<file path="src/verilog/asr_pkg.sv">
// Constants and types shared by the asynchronous serial receiver files
package asr_pkg;
   localparam logic       OP_MODE_ASYNC       = 1'b0;
   localparam logic       CLK_SRC_BAUD_GEN    = 1'b0;
   localparam logic       BIT_ORDER_MSB_FIRST = 1'b1;
   localparam logic       PARITY_ODD          = 1'b1;
   localparam logic       STOP_TWO            = 1'b1;
   localparam logic       LINE_IDLE           = 1'b1;
   localparam logic [3:0] CHAR_LEN_BASE       = 4'h5;
   localparam logic [3:0] START_PATTERN       = 4'h8;
   localparam logic [1:0] PHASE_BIT_START     = 2'h0;
   localparam logic [1:0] PHASE_DECIDE        = 2'h3;
   localparam logic [3:0] PRESC_ONE           = 4'h1;
   localparam logic [7:0] BAUD_COUNT_MIN      = 8'h02;
   localparam logic [7:0] HOLDING_RESET       = 8'h00;

   typedef enum logic [2:0] {
      RX_IDLE,
      RX_DATA,
      RX_PARITY,
      RX_STOP1,
      RX_STOP2
   } asr_rx_state_t;

   typedef struct packed {
      asr_rx_state_t state;
      logic [3:0]    hist;
      logic [1:0]    phase;
      logic [1:0]    votes;
      logic [2:0]    bitIdx;
      logic [7:0]    shift;
      logic          parBit;
      logic [7:0]    holding;
      logic          full;
      logic          parErr;
      logic          frmErr;
      logic          ovrErr;
      logic          irq;
   } asr_rx_regs_t;

   typedef struct packed {
      logic [2:0] prescCnt;
      logic [7:0] baudCnt;
      logic       tick;
   } asr_baud_regs_t;
endpackage

</file>
<file path="src/verilog/asr_sync.sv">
// Two flip-flop synchroniser for signals arriving from outside the clock domain
module asr_sync #(
   parameter int               WIDTH     = 1,
   parameter logic [WIDTH-1:0] RESET_VAL = '1
) (
   input  wire logic             core_clk,
   input  wire logic             sys_rst,
   input  wire logic [WIDTH-1:0] asyncIn,
   output logic      [WIDTH-1:0] syncOut
);
   typedef struct packed {
      logic [WIDTH-1:0] stage1;
      logic [WIDTH-1:0] stage2;
   } asr_sync_regs_t;

   asr_sync_regs_t r_q;
   asr_sync_regs_t r_d;

   always_comb begin
      r_d        = r_q;
      r_d.stage1 = asyncIn;
      r_d.stage2 = r_q.stage1;
   end

   always_ff @(posedge core_clk or posedge sys_rst) begin
      if (sys_rst) begin
         r_q <= {RESET_VAL, RESET_VAL};
      end else begin
         r_q <= r_d;
      end
   end

   assign syncOut = r_q.stage2;
endmodule

</file>
<file path="src/verilog/asr_baud_gen.sv">
// Prescaler and reload counter producing the baud generator clock as a one-cycle tick
module asr_baud_gen (
   input  wire logic       core_clk,
   input  wire logic       sys_rst,
   input  wire logic       run,
   input  wire logic [1:0] prescaleSel,
   input  wire logic [7:0] baudCountSetting,
   output logic            baudTick
);
   asr_pkg::asr_baud_regs_t r_q;
   asr_pkg::asr_baud_regs_t r_d;
   logic [2:0]              prescLimit;
   logic                    prescDone;

   // Codes 00..11 divide by 1, 2, 4, 8
   assign prescLimit = 3'((asr_pkg::PRESC_ONE << prescaleSel) - asr_pkg::PRESC_ONE);
   assign prescDone  = (r_q.prescCnt == prescLimit);

   always_comb begin
      r_d      = r_q;
      r_d.tick = 1'b0;
      if (!run) begin
         r_d.prescCnt = 3'h0;
         r_d.baudCnt  = 8'h00;
      end else if (prescDone) begin
         r_d.prescCnt = 3'h0;
         if (r_q.baudCnt == baudCountSetting - 8'h01) begin
            r_d.baudCnt = 8'h00;
            r_d.tick    = 1'b1;
         end else begin
            r_d.baudCnt = r_q.baudCnt + 8'h01;
         end
      end else begin
         r_d.prescCnt = r_q.prescCnt + 3'h1;
      end
   end

   always_ff @(posedge core_clk or posedge sys_rst) begin
      if (sys_rst) begin
         r_q <= '0;
      end else begin
         r_q <= r_d;
      end
   end

   assign baudTick = r_q.tick;
endmodule

</file>
<file path="src/verilog/asr_uart_rx.sv">
// Asynchronous serial receiver: start detection, majority sampling, framing and error flags

// Behaviour
// - Receiver works as asynchronous serial only while the mode select is zero.
// - One serial bit lasts four baud generator clock periods.
// - Prescaler codes divide by 1, 2, 4, 8; total divisor prescale times count times four.
// - Character length is five to eight data bits from the length field.
// - Frame carries one or two stop bits by the stop length select.
// - Parity enable adds a parity bit after data; polarity bit picks its sense.
// - Low start bit, high stop bits, idle line high, NRZ coding.
// - Data bits arrive MSB first or LSB first by the bit order select.
// - While enabled, keep watching for start bits and receive a frame for each.
// - Good frame loads the holding register, sets the full flag, and rearms.
// - Interrupt request rises with the full flag when interrupts are enabled.
// - Reading the holding register clears the full flag.
// - Dropping enable mid-frame aborts at once; partial data is never loaded.
// - A frame with any error loads nothing and leaves the full flag alone.
// - Parity error set when received parity disagrees with the chosen sense.
// - Framing error set when first stop bit samples low; second stop unchecked.
// - Overrun set when a frame completes while previous data is unread.
// - All three error flags update at the first stop bit sample point.
// - Start is high then three low samples; bits decided two of three.
// - Error flags also raise the interrupt request when interrupts are enabled.
module asr_uart_rx (
   input  wire logic       core_clk,
   input  wire logic       sys_rst,
   input  wire logic       serialInPin,
   input  wire logic       opModeSel,
   input  wire logic       clockSourceSel,
   input  wire logic [1:0] charLengthSel,
   input  wire logic       stopLengthSel,
   input  wire logic       parityEnable,
   input  wire logic       parityPolarity,
   input  wire logic       bitOrderSel,
   input  wire logic       receiveEnable,
   input  wire logic       receiveIrqEnable,
   input  wire logic       receiveErrorClear,
   input  wire logic       holdingRead,
   input  wire logic [1:0] prescaleSel,
   input  wire logic [7:0] baudCountSetting,
   output logic      [7:0] receiveHoldingReg,
   output logic            receiveFullFlag,
   output logic            parityErrorFlag,
   output logic            framingErrorFlag,
   output logic            overrunFlag,
   output logic            receiveIrq
);
   asr_pkg::asr_rx_regs_t r_q;
   asr_pkg::asr_rx_regs_t r_d;
   logic                  lineSync;
   logic                  baudTick;
   logic                  rxActive;
   logic [2:0]            charLast;
   logic [1:0]            phaseNext;
   logic [1:0]            voteSum;
   logic                  bitDone;
   logic                  bitVal;
   logic [2:0]            dataPos;
   logic                  stopDecide;
   logic                  newParErr;
   logic                  newFrmErr;
   logic                  newOvrErr;
   logic                  loadGood;
   logic                  startSeen;

   asr_sync #(
      .WIDTH     (1),
      .RESET_VAL (asr_pkg::LINE_IDLE)
   ) u_line_sync (
      .core_clk (core_clk),
      .sys_rst  (sys_rst),
      .asyncIn  (serialInPin),
      .syncOut  (lineSync)
   );

   asr_baud_gen u_baud_gen (
      .core_clk         (core_clk),
      .sys_rst          (sys_rst),
      .run              (rxActive),
      .prescaleSel      (prescaleSel),
      .baudCountSetting (baudCountSetting),
      .baudTick         (baudTick)
   );

   // Only the internal baud generator can pace the receiver; an external clock selection idles it
   assign rxActive = receiveEnable && (opModeSel == asr_pkg::OP_MODE_ASYNC)
                     && (clockSourceSel == asr_pkg::CLK_SRC_BAUD_GEN);

   assign charLast  = 3'(asr_pkg::CHAR_LEN_BASE + {2'h0, charLengthSel} - 4'h1);
   assign phaseNext = r_q.phase + 2'h1;
   assign voteSum   = r_q.votes + {1'b0, lineSync};
   // Third sample of a bit decides it; four ticks make one bit
   assign bitDone   = rxActive && baudTick && (r_q.state != asr_pkg::RX_IDLE)
                      && (phaseNext == asr_pkg::PHASE_DECIDE);
   assign bitVal    = voteSum[1];
   assign dataPos   = (bitOrderSel == asr_pkg::BIT_ORDER_MSB_FIRST) ? 3'(charLast - r_q.bitIdx)
                                                                    : r_q.bitIdx;
   assign startSeen = ({r_q.hist[2:0], lineSync} == asr_pkg::START_PATTERN);

   assign stopDecide = bitDone && (r_q.state == asr_pkg::RX_STOP1);
   assign newFrmErr  = stopDecide && !bitVal;
   assign newParErr  = stopDecide && parityEnable
                       && ((^r_q.shift ^ r_q.parBit) != parityPolarity);
   // A read in the same cycle counts as having drained the previous character
   assign newOvrErr  = stopDecide && r_q.full && !holdingRead;
   assign loadGood   = stopDecide && !newFrmErr && !newParErr && !newOvrErr;

   always_comb begin
      r_d = r_q;
      if (!rxActive) begin
         r_d.state = asr_pkg::RX_IDLE;
         r_d.hist  = 4'h0;
         r_d.phase = asr_pkg::PHASE_BIT_START;
         r_d.votes = 2'h0;
      end else if (baudTick) begin
         r_d.hist = {r_q.hist[2:0], lineSync};
         if (r_q.state == asr_pkg::RX_IDLE) begin
            if (startSeen) begin
               // Third low sample: one more tick finishes the start bit
               r_d.state  = asr_pkg::RX_DATA;
               r_d.phase  = asr_pkg::PHASE_DECIDE;
               r_d.votes  = 2'h0;
               r_d.bitIdx = 3'h0;
               r_d.shift  = 8'h00;
            end
         end else begin
            r_d.phase = phaseNext;
            r_d.votes = (phaseNext == asr_pkg::PHASE_BIT_START) ? 2'h0 : voteSum;
            if (bitDone) begin
               case (r_q.state)
                  asr_pkg::RX_DATA: begin
                     r_d.shift[dataPos] = bitVal;
                     if (r_q.bitIdx == charLast) begin
                        r_d.state  = parityEnable ? asr_pkg::RX_PARITY : asr_pkg::RX_STOP1;
                        r_d.bitIdx = 3'h0;
                     end else begin
                        r_d.bitIdx = r_q.bitIdx + 3'h1;
                     end
                  end
                  asr_pkg::RX_PARITY: begin
                     r_d.parBit = bitVal;
                     r_d.state  = asr_pkg::RX_STOP1;
                  end
                  asr_pkg::RX_STOP1: begin
                     // Second stop bit is waited out but never checked
                     r_d.state = (stopLengthSel == asr_pkg::STOP_TWO) ? asr_pkg::RX_STOP2
                                                                      : asr_pkg::RX_IDLE;
                  end
                  default: begin
                     r_d.state = asr_pkg::RX_IDLE;
                  end
               endcase
            end
         end
      end
      if (loadGood) begin
         r_d.holding = r_q.shift;
      end
      // Hardware set wins over a clear in the same cycle
      r_d.full   = loadGood || (r_q.full && !holdingRead);
      r_d.parErr = newParErr || (r_q.parErr && !receiveErrorClear);
      r_d.frmErr = newFrmErr || (r_q.frmErr && !receiveErrorClear);
      r_d.ovrErr = newOvrErr || (r_q.ovrErr && !receiveErrorClear);
      r_d.irq    = receiveIrqEnable && (r_d.full || r_d.parErr || r_d.frmErr || r_d.ovrErr);
   end

   always_ff @(posedge core_clk or posedge sys_rst) begin
      if (sys_rst) begin
         r_q         <= '0;
         r_q.state   <= asr_pkg::RX_IDLE;
         r_q.holding <= asr_pkg::HOLDING_RESET;
      end else begin
         r_q <= r_d;
      end
   end

   assign receiveHoldingReg = r_q.holding;
   assign receiveFullFlag   = r_q.full;
   assign parityErrorFlag   = r_q.parErr;
   assign framingErrorFlag  = r_q.frmErr;
   assign overrunFlag       = r_q.ovrErr;
   assign receiveIrq        = r_q.irq;
endmodule

</file>
<file path="config.mk">
export PLATFORM = sky130hd
export DESIGN_NAME = asr_uart_rx
export DESIGN_NICKNAME = d
export VERILOG_FILES = /design/src/verilog/asr_pkg.sv /design/src/verilog/asr_sync.sv /design/src/verilog/asr_baud_gen.sv /design/src/verilog/asr_uart_rx.sv
export SDC_FILE = /design/constraint.sdc
export NUM_CORES = 1
export LEC_CHECK = 0
export ABC_CLOCK_PERIOD_IN_PS = 2400
export CORE_UTILIZATION = 60
export CTS_CLUSTER_SIZE = 12
export DETAILED_ROUTE_END_ITERATION = 16
export DONT_BUFFER_PORTS = 1
export GPL_TIMING_DRIVEN = 1
export PLACE_DENSITY_LB_ADDON = 0.25
export SLEW_MARGIN = 30
export SYNTH_ARGS = -nofsm -noshare
export SYNTH_HDL_FRONTEND = slang
export SYNTH_SLANG_ARGS = --single-unit
</file>
<file path="constraint.sdc">
create_clock -name core_clk -period 2.4 [get_ports core_clk]
set_clock_uncertainty 0.1 [all_clocks]
set_input_delay 0.12 -clock core_clk [delete_from_list [all_inputs] [get_ports core_clk]]
set_output_delay 0.12 -clock core_clk [all_outputs]
set_load 0.05 [all_outputs]
</file>
**Word level (Yosys, flattened, before mapping)**

Index checks and enable logic that the tools add are counted.

- Bits of input ports: 25
- Register bits after elaboration: 49
- Output and inout port bits: 13

- Shift-type cells: 1
- Bitwise gates (word level): 4
- Multiplexer cells: 27
- Equality and inequality tests: 15
- Order comparisons: 2
- Reduce and logical (&&, ||, !) cells: 43
- Add/sub/neg operators: 10

Operators by type and width:

| kind | number |
|---|---|
| 2-to-1 mux 11 bit | 3 |
| 2-to-1 mux 15 bit | 2 |
| 2-to-1 mux 3 bit | 8 |
| 2-to-1 mux 23 bit | 1 |
| logical AND 1 bit | 20 |
| 2-to-1 mux 12 bit | 1 |
| AND reduction 5 bit | 2 |
| 2-to-1 mux 9 bit | 1 |
| case mux 3 bit (3 select lines) | 1 |
| adder 8 x 1 -> 8 bit, second input constant | 1 |
| bitwise mux 8 bit | 1 |
| equality test 8 bit | 1 |
| 2-to-1 mux 8 bit | 1 |
| parity 8 bit | 1 |
| subtractor 8 x 1 -> 8 bit, second input constant | 1 |
| logical OR 1 bit | 7 |
| adder 3 x 1 -> 3 bit, second input constant | 2 |
| equality test 3 x 2 -> 1 bit, second input constant | 2 |
| equality test 3 bit | 2 |
| logical NOT 1 bit | 6 |
| 2-to-1 mux 1 bit | 6 |
| subtractor 3 x 1 -> 3 bit, second input constant | 2 |
| equality test 4 bit, second input constant | 1 |
| < comparator 3 x 4 -> 1 bit, second input constant | 1 |
| other kinds (24) | 28 |

**Logic depth before layout (Yosys ltp)**

- Depth in word-level cells: 17
- Depth in mapped cells: 9

**Modules after synthesis**

Synthesis repeated with hierarchy kept, for this count alone.

- Cell total of the unflattened synthesis: 300
- Area total of the unflattened synthesis: 2952.8 sq um

By module, submodules not included:

| module | area each (sq um) | seq. area each (sq um) | cells an instance | instances |
|---|---|---|---|---|
| asr_uart_rx | 1975.6 | 875.8 | 196 | 1 |
| asr_baud_gen | 920.9 | 300.3 | 101 | 1 |
| asr_sync | 56.3 | 52.6 | 3 | 1 |

**Worst setup path before layout**

Ideal clock, no wire load.

- Path type: register to register
- From: reg r_q[22] in the netlist's numbering
- To: reg r_q[33] in the netlist's numbering
- Setup time: 0.078 ns
- Setup slack: 0.309 ns
- Required time: 2.222 ns
- Cell stages (with the launch flop): 9
- Arrival: 1.913 ns
- Buffers on the path: 1
- Cells stage by stage: dfrtp_1 ha_1 clkbuf_1 and3_1 nand2_1 a21boi_0 o21ai_0 nand4bb_1 a21oi_1

- Longest elaborated chain between the ends: 3

RTL lines:

| what | RTL line | RTL |
|---|---|---|
| from (decl) | asr_uart_rx.sv:48 | `asr_pkg::asr_rx_regs_t r_q;` |
| from (signal assigned) | asr_uart_rx.sv:173 | `r_q <= r_d;` |
| equality test 3 bit | asr_uart_rx.sv:133 | `if (r_q.bitIdx == charLast) begin` |
| inequality test 4 bit (no source line) | - |  |
| AND reduction 4 bit (no source line) | - |  |

No other way between the ends.
A chain may end at the register's enable or synchronous reset.

**Worst setup path after layout**

- From: reg u_baud_gen.r_q[3] in the netlist's numbering
- To: reg u_baud_gen.r_q[2] in the netlist's numbering

- Longest elaborated chain between the ends: 4

RTL lines:

| what | RTL line | RTL |
|---|---|---|
| from (decl) | asr_baud_gen.sv:10 | `asr_pkg::asr_baud_regs_t r_q;` |
| from (signal assigned) | asr_baud_gen.sv:42 | `r_q <= r_d;` |
| equality test 8 bit | asr_baud_gen.sv:27 | `if (r_q.baudCnt == baudCountSetting - 8'h01) begin` |
| 2-to-1 mux 8 bit | asr_baud_gen.sv:27 |  |
| 2-to-1 mux 9 bit | asr_baud_gen.sv:25 | `end else if (prescDone) begin` |
| 2-to-1 mux 11 bit | asr_baud_gen.sv:22 | `if (!run) begin` |

No other way between the ends. The select of a mux whose other input is x is not followed.

==> summary.txt <==
status: completed
final net count: 356
# rows: 25
pin count of the biggest net entering global routing: 27
CP max FO: 8
drc violations: 0
FILL cells: 379
critical path endpoint category: register
CTS clk-pin slew, worst paths: 0.08 ns
top post-synthesis cells by area: dfrtp_1, o21ai_0, mux2_4, xnor2_1, ha_1
Core Box Area: 0.00472 mm²
post-route worst setup slack: 0.189 ns
GRT Residual Overflow: 0
CTS Sinks: 49
WL final: 5600 µm
mapped cell area: 0.00296 mm²
xor/xnor cell area share of the yosys netlist: 6.68%
Area Overhead vs Synth: 9.76%
hold_ws: 0.0434 ns
sw power: 0.323 mW
kind of critical path: reg -> reg
worst-skew pair later-pin latency: 0.30 ns
Worst Hold Class: in -> async
Routed Antenna Nets: 0
# setup viols final: 0
Max Slew Vio Count: 0
H-tree levels: 2
clk buf depth: 2
cell chain of the critical path: nand2_1 -> o31ai_1 -> dlygate4sd3_1 -> o2111ai_1 -> nor2_2 -> o21ai_0
area of the multi-input gates: 0.00157 mm²
Ports: 38
Final Wtd Congestion: 0.859
register share of total power: 51.6%
fmax: 0.452 GHz
Storage cell area: 0.00123 mm²
Util after Layout: 68.8%
die height: 72.3 µm
simple-gate share of the synthesized area: 18.5%
share of layout cells above drive strength 1: 11.8%
post-place setup slack: 0.0213 ns
Synth Flop Type: dfrtp_1
register-to-register setup slack: 0.19 ns
compound-gate portion of the synthesized area: 17.2%
Final Non-Filler Cells: 389
worst-margin pin slew: 0.612 ns
Hold Fails Final Rpt: 0
vias per cell: 6.04
Slew Limit Headroom: 58.8%
Distinct cells, synth: 56
nature of the critical path startpoint: register
Port Buf Inserts: 0
Cells after Synth: 314
Async SR Flop Fraction: 100%
placed cell count: 370
setup TNS: 0 ns
MaxCap Viol Count: 0
Yosys top cell by area: dfrtp_1
top-area cell type share of the netlist area: 39.7%
Initial Util: 62.7%
largest family of logic cells by synthesized area: simple AND/OR/NAND/NOR gates
P_leak: 1.42 nW
vias in the first global route: 2332
TritonCTS Buffers: 5
sequential share of the synthesized area: 41.5%
Comb pwr share: 6.8%
TritonCTS clock tree: done
die width: 72.3 µm
Seq cells post-synth: 49
HPWL reported at the end of detailed placement: 4180 µm
RSZ-0062 raised after global routing: false
power share of the clock group: 41.6%
DR vias: 2350
routed len/inst: 14.4 µm
Synth Area per Inst: 9.43 µm²
Syn Nets: 349
highest cell delay on the worst timing path: 0.58 ns
PD cells: 496 mW/mm²
Tcrit/Tclk final: 92.1%
adder-cell area share of the yosys netlist: 4.48%
initial drt markers: 114
slowest CP cell: dlygate4sd3_1
Worst EP required: 2.46 ns
count leader, synth: dfrtp_1
Post-CTS Repair Setup Buffers: 0
mux cell area share after synthesis: 6.13%
Post-synth EDFFs: 0
Pint: 1.29 mW
switching portion of total power: 20.0%
yosys warns: 0
Final min period: 2.21 ns
n_diodes: 0
signal arrival time at the worst endpoint: 2.28 ns
first drt pass iteration count: 4
clock root cell: clkbuf_8
first-pass GRT wire length: 9900 µm
Total Routing Usage GR: 24.2%
initial antenna violation count: 0
die area: 0.00522 mm²
Post-synth top cells: dfrtp_1, o21ai_0, nor2_1, a21oi_1
Max VDD drop: 0.000290 V
## cells in the final DEF, fill, tap and decap left out, types with 3 or more instances in the layout
master	n
mux2i_1	5
dlygate4sd3_1	11
buf_4	10
nand4_1	3
a211oi_1	4
nor3_1	6
nor4_1	3
and2_1	3
clkbuf_8	5
o21ai_0	27
and3_1	9
a21oi_1	20
mux2_4	8
o22ai_1	4
nand2b_1	3
nor2b_1	3
ha_1	9
inv_1	11
nand2_1	18
o211ai_1	6
xor2_1	7
dfrtp_1	46
nand3b_1	4
o31ai_1	6
nand3_1	18
nor2_1	22
xnor2_1	13
## worst max-delay path, delay by kind of cell, from the launching register on
family | cells | cell delay (ns)
compound gates | 3 | 0.53
buf+inv | 1 | 0.58
flops | 1 | 0.47
simple gates | 2 | 0.39
## power by group through the flow
stage / sequential, mW / clock, mW / combinational, mW
after floorplan: 0.847 / 0 / 0.0764
after global placement: 0.848 / 0 / 0.0936
after detailed placement: 0.848 / 0 / 0.0958
after CTS: 0.832 / 0.687 / 0.111
after global routing: 0.832 / 0.716 / 0.123
final: 0.831 / 0.670 / 0.110
## per-layer routing
layer	vias to the layer above	part of all wire (%)	track usage [%]
met5	-	0	0
met2	74	51	43.3
met1	1127	43	28.6
li1	1140	-	-
met4	0	1.6	9.59
met3	9	4.4	4.58
## sequential cells by signal (all words and copies together), names as in the netlist
signal and flops:
parityErrorFlag 1, receiveHoldingReg 8, u_line_sync.syncOut 1, u_line_sync.r_d 1
r_q 22, receiveIrq 1, overrunFlag 1, u_baud_gen.baudTick 1
u_baud_gen.r_q 11, receiveFullFlag 1, framingErrorFlag 1
## path summary, 6_finish.rpt
check,start,endpoint,cells past startpoint
setup / recovery,u_baud_gen.r_q[3]$_DFFE_PP0P_,u_baud_gen.r_q[2]$_DFFE_PP0P_,6
hold / removal,sys_rst,u_baud_gen.r_q[11]$_DFF_PP0_,2
setup reg to reg,u_baud_gen.r_q[3]$_DFFE_PP0P_,u_baud_gen.r_q[2]$_DFFE_PP0P_,6
hold reg to reg,u_line_sync.r_d[0]$_DFF_PP1_,u_line_sync.syncOut$_DFF_PP1_,0
max in group asynchronous,sys_rst,r_q[30]$_DFFE_PP0P_,3
min in group core_clk,bitOrderSel,r_q[21]$_DFFE_PP0P_,3
## final cells by class
class | instances | area share (%)
Sequential cell | 49 | 37.8
Inverter | 12 | 1.39
Clock inverter | 3 | 2.00
Tap cell | 67 | 2.58
Clock buffer | 5 | 2.12
Multi-Input combinational cell | 232 | 48.4
Timing Repair Buffer | 21 | 5.70
## kinds of logic after synthesis
logic type / Yosys count
and+or+nand+nor: 104
AOI/OAI and AO/OA: 83
DFF: 49
buffers and inverters: 33
xor gates and xnor gates: 21
muxes: 14
adders and majority gates: 10
## metrics by stage
stage | instance area [µm²] | total power [mW]
2_1_floorplan | 2960 | 0.924
3_3_place_gp | 3000 | 0.941
3_5_place_dp | 3000 | 0.944
4_1_cts | 3250 | 1.63
5_1_grt | 3250 | 1.67
6_report | 3250 | 1.61
## timing repair
item | CTS | global route
hold buffers | 11 | 0
endpoints found under the setup margin | 0 | 12
hold endpoints to repair | 66 | 0
gates resized for setup | 0 | 3
No activity file was read; power rests on OpenSTA's default activity.
